[config.mk]
export PLATFORM = sky130hd
export DESIGN_NAME = udid_builder
export DESIGN_NICKNAME = d
export VERILOG_FILES = /design/src/rtl/udid_pkg.sv /design/src/rtl/udid_builder.sv
export SDC_FILE = /design/constraint.sdc
export NUM_CORES = 1
export LEC_CHECK = 0
export BUFFER_PORTS_ARGS = -buffer_cell sky130_fd_sc_hd__buf_2
export CAP_MARGIN = 10
export CORE_MARGIN = 1
export CORE_UTILIZATION = 57
export DETAILED_ROUTE_END_ITERATION = 8
export PLACE_DENSITY = 0.78
export RECOVER_POWER = 100
export SYNTH_ARGS = -nofsm -noshare
export SYNTH_HDL_FRONTEND = slang
export SYNTH_SLANG_ARGS = --single-unit
[constraint.sdc]
create_clock -name core_clk -period 1.9 [get_ports core_clk]
set_input_delay 0.095 -clock core_clk [delete_from_list [all_inputs] [get_ports core_clk]]
set_output_delay 0.095 -clock core_clk [all_outputs]
set_load 0.05 [all_outputs]
[src/rtl/udid_pkg.sv]
// Constants for the unique device identifier builder.
// Assumes a single core clock domain and word-indexed register port.
`default_nettype none
package udid_pkg;
  // ==========================================================
  // Register indices
  localparam logic [3:0] REG_CTRL      = 4'h0;
  localparam logic [3:0] REG_IDS       = 4'h1;
  localparam logic [3:0] REG_VSID_FIX  = 4'h2;
  localparam logic [3:0] REG_UDID_W3   = 4'h3;
  localparam logic [3:0] REG_UDID_W2   = 4'h4;
  localparam logic [3:0] REG_UDID_W1   = 4'h5;
  localparam logic [3:0] REG_UDID_W0   = 4'h6;
  localparam logic [3:0] REG_STATUS    = 4'h7;
  // ==========================================================
  // Control register fields
  localparam int CTRL_ATYPE_LSB = 0;
  localparam int CTRL_PEC_BIT   = 2;
  localparam int CTRL_IPMI_BIT  = 3;
  localparam int CTRL_ASF_BIT   = 4;
  localparam int CTRL_OEM_BIT   = 5;
  localparam int CTRL_NOTIFY_BIT = 6;
  localparam int CTRL_SREV_LSB  = 8;
  localparam logic [10:0] CTRL_RESET = 11'h000;
  localparam logic [31:0] IDS_RESET  = 32'h0000_0000;
  localparam logic [31:0] VSID_RESET = 32'h0000_0000;
  // ==========================================================
  // Identifier encodings
  localparam logic [1:0] ATYPE_FIXED  = 2'h0;
  localparam logic [1:0] ATYPE_PERSIST = 2'h1;
  localparam logic [1:0] ATYPE_VOLATILE = 2'h2;
  localparam logic [1:0] ATYPE_RANDOM = 2'h3;
  localparam logic [2:0] UDID_VERSION = 3'h1;
  localparam logic [3:0] BUS_VERSION  = 4'h4;
  localparam logic [6:0] HOST_ADDR    = 7'h08;
  localparam logic [31:0] LFSR_SEED   = 32'hACE1_1D5B;
  localparam int UDID_W = 128;
  // ==========================================================
  // Serial presentation states
  typedef enum logic [0:0] {
    SH_IDLE,
    SH_SHIFT
  } shift_state_t;
endpackage
`default_nettype wire

[src/rtl/udid_builder.sv]
// Unique device identifier builder with random identifier life cycle.
// Assumes strobes from same-clock logic; link clock and NV pins are asynchronous.
//
// Operation
// (RULE_01) PEC capability bit only when fully supported
// (RULE_02) Capability reserved bits read as zero
// (RULE_03) Version byte top two bits zero
// (RULE_04) Report identifier version pattern 001
// (RULE_05) Silicon revision code in low bits
// (RULE_06) Interface low nibble reports bus 0100
// (RULE_07) Interface bits 6,5,4 flag access kinds
// (RULE_08) Interface bits 15 to 7 stay zero
// (RULE_09) Zero subsystem vendor forces zero subsystem device
// (RULE_10) Subsystem identifiers come from non-volatile storage
// (RULE_11) Assignable device provides distinguishing specific identifier
// (RULE_12) Preassigned identifier has 16+ unique bits
// (RULE_13) Fixed address device still presents field
// (RULE_14) Random identifier at least 16 bits
// (RULE_15) Random device forbids persistent and fixed addresses
// (RULE_16) Fixed mode uses constant specific identifier
// (RULE_17) Random value held except regeneration events
// (RULE_18) Reset-device command regenerates random value
// (RULE_19) Read collision regenerates, then host notify
// (RULE_20) Present full 128-bit identifier
// (RULE_21) Random device reports address type 11
// (RULE_22) Notify to host 0001000 with own address
// (RULE_23) Free-running generator feeds random values
//
// Strobed register access and the register addresses were chosen for this implementation.
`default_nettype none
module udid_builder #(
  parameter int RAND_W = 32
) (
  input  wire logic                core_clk,
  input  wire logic                rstn,
  input  wire logic [3:0]          reg_addr,
  input  wire logic [31:0]         reg_wdata,
  input  wire logic                reg_wr,
  input  wire logic                reg_rd,
  output logic      [31:0]         reg_rdata,
  input  wire logic [15:0]         nv_subsys_vendor,
  input  wire logic [15:0]         nv_subsys_device,
  input  wire logic                reset_device,
  input  wire logic                rd_collision,
  input  wire logic [6:0]          own_addr,
  input  wire logic                link_clk,
  input  wire logic                udid_load,
  output logic                     udid_sdo,
  output logic                     udid_busy,
  output logic [127:0]             udid,
  output logic                     notify_req,
  output logic [6:0]               notify_host,
  output logic [6:0]               notify_src,
  output logic [15:0]              notify_status,
  output logic                     persist_allowed,
  output logic                     fixed_allowed
);
  // ==========================================================
  // Registers
  logic [10:0]         ctrl_r;
  logic [31:0]         ids_r;
  logic [31:0]         vsid_fix_r;
  logic [31:0]         lfsr_r;
  logic [RAND_W-1:0]   rand_r;
  logic                init_done_r;
  logic [15:0]         ssv_s1_r, ssv_r, ssd_s1_r, ssd_r;
  logic [2:0]          lclk_r;
  logic [127:0]        udid_nxt;
  logic [127:0]        shift_r;
  logic [6:0]          bitcnt_r;
  udid_pkg::shift_state_t sh_state_r;
  logic                random_mode;
  logic                regen;
  logic [31:0]         vsid;
  logic [15:0]         ssd_eff;

  assign random_mode = ctrl_r[udid_pkg::CTRL_ATYPE_LSB +: 2] == udid_pkg::ATYPE_RANDOM;
  // A zero-seeded generator would lock up, so the seed is a fixed non-zero constant.
  assign regen = !init_done_r || reset_device || rd_collision; // RULE_17

  // ==========================================================
  // Register writes
  always_ff @(posedge core_clk or negedge rstn) begin
    if (!rstn) begin
      ctrl_r     <= udid_pkg::CTRL_RESET;
      ids_r      <= udid_pkg::IDS_RESET;
      vsid_fix_r <= udid_pkg::VSID_RESET;
    end else if (reg_wr) begin
      case (reg_addr)
        udid_pkg::REG_CTRL:     ctrl_r     <= reg_wdata[10:0];
        udid_pkg::REG_IDS:      ids_r      <= reg_wdata;
        udid_pkg::REG_VSID_FIX: vsid_fix_r <= reg_wdata; // RULE_12 RULE_13 RULE_16
        default: ;
      endcase
    end
  end

  // ==========================================================
  // Register reads, data one cycle after the strobe
  always_ff @(posedge core_clk or negedge rstn) begin
    if (!rstn) begin
      reg_rdata <= 32'h0000_0000;
    end else if (reg_rd) begin
      case (reg_addr)
        udid_pkg::REG_CTRL:     reg_rdata <= {21'h00_0000, ctrl_r};
        udid_pkg::REG_IDS:      reg_rdata <= ids_r;
        udid_pkg::REG_VSID_FIX: reg_rdata <= vsid_fix_r;
        udid_pkg::REG_UDID_W3:  reg_rdata <= udid[127:96];
        udid_pkg::REG_UDID_W2:  reg_rdata <= udid[95:64];
        udid_pkg::REG_UDID_W1:  reg_rdata <= udid[63:32];
        udid_pkg::REG_UDID_W0:  reg_rdata <= udid[31:0];
        udid_pkg::REG_STATUS:   reg_rdata <= 32'(rand_r);
        default:                reg_rdata <= 32'h0000_0000;
      endcase
    end else begin
      reg_rdata <= 32'h0000_0000;
    end
  end

  // ==========================================================
  // Non-volatile subsystem identifiers, synchronised
  always_ff @(posedge core_clk or negedge rstn) begin
    if (!rstn) begin
      ssv_s1_r <= 16'h0000;
      ssv_r    <= 16'h0000;
      ssd_s1_r <= 16'h0000;
      ssd_r    <= 16'h0000;
    end else begin
      ssv_s1_r <= nv_subsys_vendor; // RULE_10
      ssv_r    <= ssv_s1_r;
      ssd_s1_r <= nv_subsys_device;
      ssd_r    <= ssd_s1_r;
    end
  end

  // ==========================================================
  // Random identifier generation and retention
  always_ff @(posedge core_clk or negedge rstn) begin
    if (!rstn) begin
      lfsr_r <= udid_pkg::LFSR_SEED;
    end else begin
      lfsr_r <= {lfsr_r[30:0], lfsr_r[31] ^ lfsr_r[21] ^ lfsr_r[1] ^ lfsr_r[0]}; // RULE_23
    end
  end

  always_ff @(posedge core_clk or negedge rstn) begin
    if (!rstn) begin
      rand_r      <= '0;
      init_done_r <= 1'b0;
    end else begin
      init_done_r <= 1'b1;
      if (regen) begin
        rand_r <= lfsr_r[RAND_W-1:0]; // RULE_14 RULE_18 RULE_19
      end
    end
  end

  // ==========================================================
  // Host notify after a read collision
  always_ff @(posedge core_clk or negedge rstn) begin
    if (!rstn) begin
      notify_req    <= 1'b0;
      notify_host   <= 7'h00;
      notify_src    <= 7'h00;
      notify_status <= 16'h0000;
    end else begin
      notify_req <= rd_collision && ctrl_r[udid_pkg::CTRL_NOTIFY_BIT]; // RULE_19
      if (rd_collision) begin
        notify_host   <= udid_pkg::HOST_ADDR; // RULE_22
        notify_src    <= own_addr;
        notify_status <= lfsr_r[15:0];
      end
    end
  end

  // ==========================================================
  // Identifier assembly
  always_comb begin
    vsid = random_mode ? 32'(rand_r) : vsid_fix_r; // RULE_11
    ssd_eff = (ssv_r == 16'h0000) ? 16'h0000 : ssd_r; // RULE_09
    udid_nxt = {ctrl_r[udid_pkg::CTRL_ATYPE_LSB +: 2], 5'h00, // RULE_02 RULE_21
                ctrl_r[udid_pkg::CTRL_PEC_BIT], // RULE_01
                2'h0, udid_pkg::UDID_VERSION, // RULE_03 RULE_04
                ctrl_r[udid_pkg::CTRL_SREV_LSB +: 3], // RULE_05
                ids_r[15:0], ids_r[31:16],
                9'h000, ctrl_r[udid_pkg::CTRL_IPMI_BIT], // RULE_08
                ctrl_r[udid_pkg::CTRL_ASF_BIT], ctrl_r[udid_pkg::CTRL_OEM_BIT], // RULE_07
                udid_pkg::BUS_VERSION, // RULE_06
                ssv_r, ssd_eff, vsid}; // RULE_20
  end

  always_ff @(posedge core_clk or negedge rstn) begin
    if (!rstn) begin
      udid            <= '0;
      persist_allowed <= 1'b0;
      fixed_allowed   <= 1'b0;
    end else begin
      udid            <= udid_nxt;
      persist_allowed <= !random_mode; // RULE_15
      fixed_allowed   <= !random_mode;
    end
  end

  // ==========================================================
  // Serial presentation, one bit per sampled link clock rise
  always_ff @(posedge core_clk or negedge rstn) begin
    if (!rstn) begin
      lclk_r <= 3'h0;
    end else begin
      lclk_r <= {lclk_r[1:0], link_clk};
    end
  end

  always_ff @(posedge core_clk or negedge rstn) begin
    if (!rstn) begin
      sh_state_r <= udid_pkg::SH_IDLE;
      shift_r    <= '0;
      bitcnt_r   <= 7'h00;
      udid_sdo   <= 1'b1;
      udid_busy  <= 1'b0;
    end else begin
      case (sh_state_r)
        udid_pkg::SH_IDLE: begin
          if (udid_load) begin
            shift_r    <= udid;
            bitcnt_r   <= 7'h7F;
            udid_busy  <= 1'b1;
            sh_state_r <= udid_pkg::SH_SHIFT;
          end
        end
        udid_pkg::SH_SHIFT: begin
          if (lclk_r[1] && !lclk_r[2]) begin
            udid_sdo <= shift_r[127];
            shift_r  <= {shift_r[126:0], 1'b1};
            bitcnt_r <= bitcnt_r - 7'h01;
            if (bitcnt_r == 7'h00) begin
              udid_busy  <= 1'b0;
              sh_state_r <= udid_pkg::SH_IDLE;
            end
          end
        end
        default: sh_state_r <= udid_pkg::SH_IDLE;
      endcase
    end
  end
endmodule
`default_nettype wire

# == Yosys cells after proc, flatten, opt, wreduce, memory -nomap -nowiden ==
# Index checks and enable logic that the tools add are counted.
# word_totals
register_bits,510
latch_bits,0
mem_bits_rw,0
mem_bits_ro,0
inputBits,83
output_inout_bits,195
word_cells,73
memories,0
# op_classes
addsub,1
mul,0
n_div,0
magnitude_cmp,0
eq_ne,11
shifts,0
mux,18
bitwise_logic,4
n_reduce_logical,16
# ops
cell,n
128-bit 2-to-1 mux,2
128-bit one-hot mux with 2 select lines,1
32-bit one-hot mux with 8 select lines,1
32-bit 2-to-1 mux,2
4-bit by 3-bit equality test with 1-bit output (second input constant),4
16-bit logical NOT,1
16-bit 2-to-1 mux,1
7-bit 2-to-1 mux,2
7-bit one-hot mux with 2 select lines,1
2-bit AND reduction,5
4-bit by 2-bit equality test with 1-bit output (second input constant),2
7-bit logical NOT,1
7-bit by 1-bit subtractor with 7-bit output (second input constant),1
1-bit 2-to-1 mux,6
4-bit by 1-bit equality test with 1-bit output (second input constant),1
4-bit logical NOT,1
2-bit by 1-bit != test with 1-bit output (second input constant),2
1-bit one-hot mux with 2 select lines,2
1-bit logical NOT,3
3-bit AND reduction,1
1-bit bitwise XOR,3
2-bit equality test (second input constant),1
1-bit logical AND,2
1-bit logical OR,2
other kinds (2),2

# == Depth between registers and ports, before layout ==
# Gate-level depths: netlist of run 1.
# logic_depth
ltp_word,4
mapped_depth,8
depth_no_buf,5

# == Worst setup path before layout of run 1 ==
# No wires, ideal clock.
# synth_timing
path_kind,reg-to-reg
start,reg sh_state_r
end,reg shift_r[53]
setup_ps,135
arrival_time_ps,1334
required_time_ps,1765
slack_ps,431
path_stages_with_launch,7
path_buffers,3
period_less_slack_ps,1469
path_cell_list,dfrtp_1 -> and3b_1 -> buf_2 -> nor2_4 -> buf_6 -> clkbuf_1 -> o21ai_0
# synth_between
elab_chain_len,3
elab_cells_between_ends,5
classes_between,2 x eq/ne; 1 x mux; 1 x bitwise; 1 x reduce/logical
# synth_rtl
item,line,text
start: declaration,udid_builder.sv:71,udid_pkg::shift_state_t sh_state_r;
start signal: assignment,udid_builder.sv:216,sh_state_r <= udid_pkg::SH_IDLE;
start signal: assignment,udid_builder.sv:228,sh_state_r <= udid_pkg::SH_SHIFT;
start signal: assignment,udid_builder.sv:238,sh_state_r <= udid_pkg::SH_IDLE;
1-bit inverter,--,
2-bit != test (no source line),--,
2-bit AND reduction (no source line),--,
end signal: assignment,udid_builder.sv:225,shift_r <= udid;
end signal: assignment,udid_builder.sv:234,"shift_r <= {shift_r[126:0], 1'b1};"
end: declaration,udid_builder.sv:69,logic [127:0] shift_r;
# Several ways; a longest one is shown, not always the timed one.
# A chain may end at the register's enable or synchronous reset.

# == Final worst setup path of run 1 ==
# layout_timing
start,in reg_addr[2]
end,reg reg_rdata[17]
# layout_between
elab_chain_len,3
elab_cells_between_ends,10
classes_between,7 x eq/ne; 2 x mux; 1 x reduce/logical
# layout_rtl
item,line,text
start: declaration,udid_builder.sv:36,"input wire logic [3:0] reg_addr,"
4-bit by 3-bit equality test with 1-bit output (tied with other cells),udid_builder.sv:104,case (reg_addr)
32-bit one-hot mux with 8 select lines (*),udid_builder.sv:104,
32-bit 2-to-1 mux (*),udid_builder.sv:103,end else if (reg_rd) begin
end signal: assignment,udid_builder.sv:105,"udid_pkg::REG_CTRL: reg_rdata <= {21'h00_0000, ctrl_r};"
end signal: assignment,udid_builder.sv:106,udid_pkg::REG_IDS: reg_rdata <= ids_r;
end signal: assignment,udid_builder.sv:107,udid_pkg::REG_VSID_FIX: reg_rdata <= vsid_fix_r;
end: declaration,udid_builder.sv:40,"output logic [31:0] reg_rdata,"
# Every way passes the cells marked *; elsewhere a longest branch is shown, timed or not.

==> results of run 1 <==
-- repair_timing --
item,in CTS,in global routing
gates resized for setup,0,1
hold buffers,76,0
setup endpoints to repair,0,16
hold endpoints to repair,609,0
-- state kept, by name (all words and copies together), names as in the netlist, 11 cells and up --
signal,flops
ctrl_r,11
ids_r,32
lfsr_r,32
notify_status,16
rand_r,32
reg_rdata,32
shift_r,128
ssd_r,16
ssd_s1_r,16
ssv_r,16
ssv_s1_r,16
udid,106
vsid_fix_r,32
-- report_power, final --
part           switching [mW]  internal [mW]
logic                    3.48           1.60
registers                1.52           12.4
clock network            4.26           5.87
-- cells in the mapped netlist, drive strengths merged, types with 4 or more instances --
cell    number  area [sq um]
and2        23           144
clkbuf      22          83.8
nor4         8          56.3
a221oi       8          70.1
mux2i      127          1270
nor3         5          25.0
buf         96           644
nand3b       5          37.5
a22o        32           280
a21oi       30           150
nor3b        4          40.0
nor2        19          88.8
mux4         5           113
dfrtp      490         12300
nand2b       6          37.5
nand3       34           170
nand2      174           653
nor2b       15          96.3
o21ai      108           541
dfstp       18           473
mux2       178          2000
a31oi        8          50.1
a222oi       7          70.1
a22oi       11          82.6
-- tightest hold or removal path: stages --
cell     delay (ps)
buf_2           150
buf_12          190
nand2_1          70
a21oi_1          80
-- through the flow --
stage               instance area (sq um)  hold slack, ps
finish                              23800            52.1
global route                        23800            49.4
CTS                                 24200            25.3
detailed placement                  21800           -4.73
global placement                    21800          -0.216
floorplan                           19900            -201
-- cell type report --
type / count / area (sq um) / area share [%]
sequential: 508 / 12700 / 53.5
multi-input combinational: 874 / 6400 / 26.9
timing repair buffer: 407 / 2400 / 10.1
clock buffer: 70 / 1360 / 5.70
tap: 448 / 561 / 2.36
clock inverter: 24 / 320 / 1.35
inverter: 2 / 7.51 / 0.0316
antenna: 2 / 5.00 / 0.0210
-- per-layer routing --
layer / vias up / wire length, um / GRT usage [%]
met1: 6973 / 22300 / 43.4
met3: 124 / 4260 / 6.30
met2: 597 / 26400 / 50.1
li1: 5860 / - / -
met4: 0 / 1900 / 11.0
met5: - / 0 / 0
-- logic make-up (layout without fill, tap and decap cells) --
family                   Yosys count  in the layout  share of synthesized area (%)
flip-flops                       508            508                           64.4
multiplexers                     310            310                           17.1
AND/OR/NAND/NOR                  306            306                           7.30
adder cells (fa/ha/maj)            2              2                          0.126
XOR/XNOR                           6              6                          0.266
AO/OA/AOI/OAI                    222            222                           7.03
buffers and inverters            120            503                           3.72
other                              2             30                         0.0380
-- worst max path at each step --
stage                      from            end  slack (ps)  cells past startpoint
global placement    reg_addr[1]  reg_rdata[25]          80                      5
detailed placement  reg_addr[1]  reg_rdata[25]          50                      5
floorplan            sh_state_r    shift_r[53]         430                      6
global route          ssv_r[10]       udid[33]          30                      5
finish              reg_addr[2]  reg_rdata[17]          60                      7
CTS                   ssv_r[10]       udid[41]          90                      5
==> metrics.json, run 1 <==
{
  "cts_root_buf": {"value": "clkbuf_16"},
  "fin_crit": {"value": 1840, "unit": "ps"},
  "drt_pass1_iterations": {"value": 5},
  "reg2reg_slack": {"value": 120, "unit": "ps"},
  "drt_iter0_markers": {"value": 1156},
  "post-cts-setup-buffers": {"value": 0},
  "path_cells": {"value": "dlygate4sd3_1, buf_2, clkbuf_2, nor2b_1, clkbuf_1, a31oi_1, a31oi_1"},
  "cp_slowest_stage_delay": {"value": 570, "unit": "ps"},
  "postSynthAreaPerCell": {"value": 13.4, "unit": "sq um"},
  "detail_route.vias_per_cell": {"value": 5.80},
  "route.antenna.remaining_nets": {"value": 0},
  "number_of_flops_mapped_to_enable_cells_by_yosys": {"value": 0},
  "asyncSetResetFlopFracSynth": {"value": 100, "unit": "%"},
  "ys_seq_area_share": {"value": 64.4, "unit": "%"},
  "critPathTopFamily": {"value": "buffers and inverters"},
  "worst_skew_pair.late_latency": {"value": 610, "unit": "ps"},
  "min-delay-path-class": {"value": "primary input to register"},
  "fmaxAchievable": {"value": 544, "unit": "MHz"},
  "power.leakage": {"value": 11.5, "unit": "nW"},
  "num_vias": {"value": 13600},
  "dp_worst_setup_slack": {"value": 53.0, "unit": "ps"},
  "crit_arrival": {"value": 2290, "unit": "ps"},
  "synthCells": {"value": 1476},
  "hold-path-cell-count": {"value": 4},
  "timing.critical_path.fanout_max": {"value": 11},
  "place.gp.congestion": {"value": 0.952},
  "dp_hpwl": {"value": 37600, "unit": "um"},
  "htreeDepth": {"value": 2},
  "worst_clock_skew": {"value": 26.6, "unit": "ps"},
  "ir_drop": {"value": 0.942, "unit": "mV"},
  "grt_antenna_before_repair": {"value": 2},
  "failed_checks": {"value": "capacitance limit"},
  "largest_net_degree_at_the_start_of_global_routing": {"value": 110},
  "slowest_stage": {"value": "dlygate4sd3_1"},
  "setup_viol": {"value": 0},
  "clock_tree_from_tritoncts": {"value": "yes"},
  "overflow": {"value": 0},
  "die_height": {"value": 188, "unit": "um"},
  "critical_path.n_buffers_inverters": {"value": 4},
  "num_rows": {"value": 67},
  "hold_end": {"value": "reg_rdata[9]"},
  "final_min_period_over_clock_period": {"value": 96.7, "unit": "%"},
  "layout.cells.most_common": {"value": "dfrtp_1"},
  "relSlewSlack": {"value": 0.0214, "unit": "%"},
  "layout.cells.most_common_list": {"value": "dfrtp_1, clkbuf_1, nand2_1, mux2_2, mux2i_1"},
  "hold_viol": {"value": 0},
  "post_synth_instance_area": {"value": 0.0198, "unit": "sq mm"},
  "fraction_of_final_layout_cells_sized_beyond_drive_strength_1": {"value": 21.8, "unit": "%"},
  "cts.path.max_buffers": {"value": 3},
  "synth_cell_types": {"value": 59},
  "final.setup.tns": {"value": 0, "unit": "ps"},
  "worst-endpoint-required": {"value": 2360, "unit": "ps"},
  "numClockSinks": {"value": 508},
  "numCtsBuffers": {"value": 50},
  "powerDensity": {"value": 1220, "unit": "mW/mm^2"},
  "clkTransAtPathRegs": {"value": 60, "unit": "ps"},
  "crit-reg2reg-capture": {"value": "shift_r[11]"},
  "reg2reg_depth": {"value": 3},
  "first_global_vias": {"value": 13800},
  "timing_worst_slew_pin_value": {"value": 1500, "unit": "ps"},
  "fp.dieArea": {"value": 0.0354, "unit": "sq mm"},
  "areaGrowthSynthToFinish": {"value": 20.3, "unit": "%"},
  "timing.rr.start": {"value": "sh_state_r"},
  "crit_path_end_kind": {"value": "register"},
  "wire_length_of_the_first_global_routing_pass": {"value": 83300, "unit": "um"},
  "worstHoldStart": {"value": "reg_addr[0]"},
  "grt_setup_unrepaired": {"value": "no"},
  "portBuffers": {"value": 250},
  "yosys_register_bits": {"value": 508},
  "fin_ws": {"value": 62.4, "unit": "ps"},
  "wl_per_cell": {"value": 23.5, "unit": "um"},
  "start_util": {"value": 58.4, "unit": "%"},
  "path_class": {"value": "primary input to register"},
  "status": {"value": "complete, but fails checks"},
  "post-route-util": {"value": 70.2, "unit": "%"},
  "core_area": {"value": 0.0339, "unit": "sq mm"},
  "stdcell_count": {"value": 2335},
  "power": {"value": 29.1, "unit": "mW"},
  "drt_wl_total": {"value": 54800, "unit": "um"},
  "top_cell_by_count_worst_path": {"value": "a31oi_1"},
  "num-fill-cells": {"value": 2396},
  "residual_drc_count": {"value": 0},
  "fin_nets": {"value": 1928},
  "io_pins": {"value": 278},
  "die_w": {"value": 188, "unit": "um"},
  "place.detailed.instances": {"value": 2163},
  "dominantRegCellSynth": {"value": "dfrtp_1"},
  "final_max_slew_viol_count": {"value": 0},
  "critPathLaunchType": {"value": "primary input"},
  "maxCapViolCount": {"value": 1},
  "global_route.usage.total": {"value": 31.4, "unit": "%"},
  "ys_warn_count": {"value": 0}
}
Power figures use the tool's default switching activity.
==> run 2, diff against run 1 <==
--- a/config.mk
+++ b/config.mk
@@ -7,11 +7,10 @@
 export LEC_CHECK = 0
 export BUFFER_PORTS_ARGS = -buffer_cell sky130_fd_sc_hd__buf_2
 export CAP_MARGIN = 10
-export CORE_MARGIN = 1
+export CORE_MARGIN = 2
 export CORE_UTILIZATION = 57
 export DETAILED_ROUTE_END_ITERATION = 8
 export PLACE_DENSITY = 0.78
-export RECOVER_POWER = 100
 export SYNTH_ARGS = -nofsm -noshare
 export SYNTH_HDL_FRONTEND = slang
 export SYNTH_SLANG_ARGS = --single-unit
==> run 2 against run 1 <==
- the run now ends clean
- via count shrank 0.21%
- largest power group unchanged
- global-route usage shrank 1.3 points
- first-iteration DRC count grew 7.2%
==> metrics.json, run 2 (synthesis gave the netlist of run 1 again) <==
{
  "clock_tree_from_tritoncts": {"value": "yes"},
  "internal_power": {"value": 19.8, "unit": "mW"},
  "cts_root_buf": {"value": "clkbuf_16"},
  "cts.path.max_buffers": {"value": 3},
  "drt_iter0_markers": {"value": 1239},
  "first_global_vias": {"value": 14000},
  "reg2reg_slack": {"value": 220, "unit": "ps"},
  "timing.rr.start": {"value": "sh_state_r"},
  "status": {"value": "complete, no violations"},
  "wire_length_of_the_first_global_routing_pass": {"value": 81900, "unit": "um"},
  "grt_setup_unrepaired": {"value": "no"},
  "final.setup.tns": {"value": 0, "unit": "ps"},
  "fin_nets": {"value": 1920},
  "residual_drc_count": {"value": 0},
  "num_vias": {"value": 13500},
  "place.detailed.instances": {"value": 2163},
  "reg2reg_depth": {"value": 5},
  "timing.hold.ws": {"value": 46.0, "unit": "ps"},
  "final_min_period_over_clock_period": {"value": 88.4, "unit": "%"},
  "hold_viol": {"value": 0},
  "placed_cell_area": {"value": 0.0217, "unit": "sq mm"},
  "place.gp.congestion": {"value": 0.935},
  "drt_pass1_iterations": {"value": 7},
  "timing.critical_path.fanout_max": {"value": 63},
  "stdcell_count": {"value": 2334},
  "powerDensity": {"value": 1200, "unit": "mW/mm^2"},
  "switching_share": {"value": 31.5, "unit": "%"},
  "maxCapViolCount": {"value": 0},
  "finish.instance_area": {"value": 0.0241, "unit": "sq mm"},
  "grt_antenna_before_repair": {"value": 4},
  "core_area": {"value": 0.0344, "unit": "sq mm"},
  "die_height": {"value": 190, "unit": "um"},
  "wl_per_cell": {"value": 23.2, "unit": "um"},
  "worst_clock_skew": {"value": 19.7, "unit": "ps"},
  "p_seq_share": {"value": 47.9, "unit": "%"},
  "fraction_of_final_layout_cells_sized_beyond_drive_strength_1": {"value": 32.5, "unit": "%"},
  "relSlewSlack": {"value": 53.5, "unit": "%"},
  "largestRegisters": {"value": "shift_r x128, udid x106"},
  "route.antenna.remaining_nets": {"value": 0},
  "final_max_slew_viol_count": {"value": 0},
  "worst_skew_pair.late_latency": {"value": 570, "unit": "ps"},
  "worst-endpoint-required": {"value": 2330, "unit": "ps"},
  "fp.dieArea": {"value": 0.0362, "unit": "sq mm"},
  "areaGrowthSynthToFinish": {"value": 22.1, "unit": "%"},
  "clkTransAtPathRegs": {"value": 60, "unit": "ps"},
  "worstHoldStart": {"value": "reg_rd"},
  "start_util": {"value": 57.5, "unit": "%"},
  "layout.cells.most_common_list": {"value": "dfrtp_1, buf_2, nand2_1, mux2_2, mux2i_1"},
  "post-route-util": {"value": 70.2, "unit": "%"},
  "global_route.usage.total": {"value": 30.2, "unit": "%"},
  "largest_register": {"value": "shift_r"},
  "hold_end": {"value": "reg_rdata[16]"},
  "portBuffers": {"value": 250},
  "crit_arrival": {"value": 2110, "unit": "ps"},
  "die_w": {"value": 190, "unit": "um"},
  "detail_route.vias_per_cell": {"value": 5.80},
  "logic_pwr_share": {"value": 18.2, "unit": "%"},
  "layout.cells.most_common": {"value": "dfrtp_1"},
  "numCtsBuffers": {"value": 50},
  "io_pins": {"value": 278},
  "htreeDepth": {"value": 2},
  "fin_crit": {"value": 1680, "unit": "ps"},
  "power.share.clock": {"value": 33.9, "unit": "%"},
  "netSwitchingPower": {"value": 9.11, "unit": "mW"},
  "num_rows": {"value": 68},
  "timing_worst_slew_pin_value": {"value": 695, "unit": "ps"},
  "drt_wl_total": {"value": 54000, "unit": "um"},
  "path_class": {"value": "register to register"},
  "critPathLaunchType": {"value": "register"},
  "largest_register_ffs": {"value": 128},
  "crit_path_end_kind": {"value": "register"},
  "numClockSinks": {"value": 508},
  "hold-path-cell-count": {"value": 4},
  "num-fill-cells": {"value": 2338},
  "min-delay-path-class": {"value": "primary input to register"},
  "overflow": {"value": 0},
  "setup_viol": {"value": 0},
  "ir_drop": {"value": 0.982, "unit": "mV"},
  "dp_hpwl": {"value": 37400, "unit": "um"},
  "crit-reg2reg-capture": {"value": "shift_r[38]"},
  "power.leakage": {"value": 12.1, "unit": "nW"},
  "fmaxAchievable": {"value": 595, "unit": "MHz"},
  "largest_net_degree_at_the_start_of_global_routing": {"value": 107}
}
==> run 2: cell types whose count changed in the layout (fill, tap and decap cells not counted), sizes merged <==
cell / previous run / this run
buf: 123 / 324
bufinv: 6 / 3
clkbuf: 278 / 72
clkinv: 13 / 15
clkinvlp: 2 / 1
diode: 2 / 4
dlygate4sd3: 76 / 75
inv: 5 / 3
==> run 2: repair_timing <==
action                                 4_1_cts  5_1_grt
setup buffers                                0        0
resized for setup                            0        0
setup endpoints to repair                    0        0
hold buffers                                75        0
endpoints found under the hold margin      569        0
==> run 2: worst max path at each step <==
stage,from,to,cells past startpoint,slack [ps]
global route,sh_state_r,bitcnt_r[3],5,130
global placement,sh_state_r,bitcnt_r[5],5,250
detailed placement,sh_state_r,bitcnt_r[5],5,240
floorplan,sh_state_r,shift_r[53],6,430
finish,sh_state_r,shift_r[38],5,220
CTS,sh_state_r,bitcnt_r[3],5,230
==> run 2: cell type report <==
| cell class | count | area (sq um) | area share (%) |
|---|---|---|---|
| clock buffers | 72 | 1430 | 5.90 |
| multi-input cells | 874 | 6420 | 26.6 |
| inverters | 2 | 7.51 | 0.0311 |
| clock inverters | 20 | 208 | 0.860 |
| well taps | 455 | 569 | 2.36 |
| flip-flops and latches | 508 | 12700 | 52.8 |
| repair buffers | 399 | 2770 | 11.5 |
| diodes | 4 | 10.0 | 0.0415 |
==> run 2: worst max-delay path, stage by stage, from the launching register on <==
cell and delay (ps):
dfrtp_4 510, and3b_1 240, nor2_4 150, buf_12 210, buf_12 250, o21ai_0 150
==> run 2: routing by layer <==
layer | share of wire [%] | track usage (%) | vias to the layer above | wire [um]
met5 | 0.059 | 0.687 | - | 32
met4 | 3.6 | 12.3 | 2 | 1940
met3 | 8.5 | 7.27 | 138 | 4570
met2 | 48 | 47.8 | 677 | 25900
met1 | 40 | 40.4 | 6861 | 21600
li1 | - | - | 5848 | -
==> run 2: power by group through the flow <==
stage	clock network, mW	logic (mW)	registers (mW)
2_1_floorplan	0	2.06	15.0
3_3_place_gp	0	4.98	13.9
3_5_place_dp	0	5.12	13.9
4_1_cts	9.91	5.28	13.8
5_1_grt	10.4	5.63	14.0
6_report	9.79	5.27	13.8
==> run 2: through the flow <==
stage               power, mW  setup slack (ps)
finish                   28.9               220
global placement         18.8               248
global route             29.9               130
floorplan                17.1               431
detailed placement       19.0               235
CTS                      29.0               227
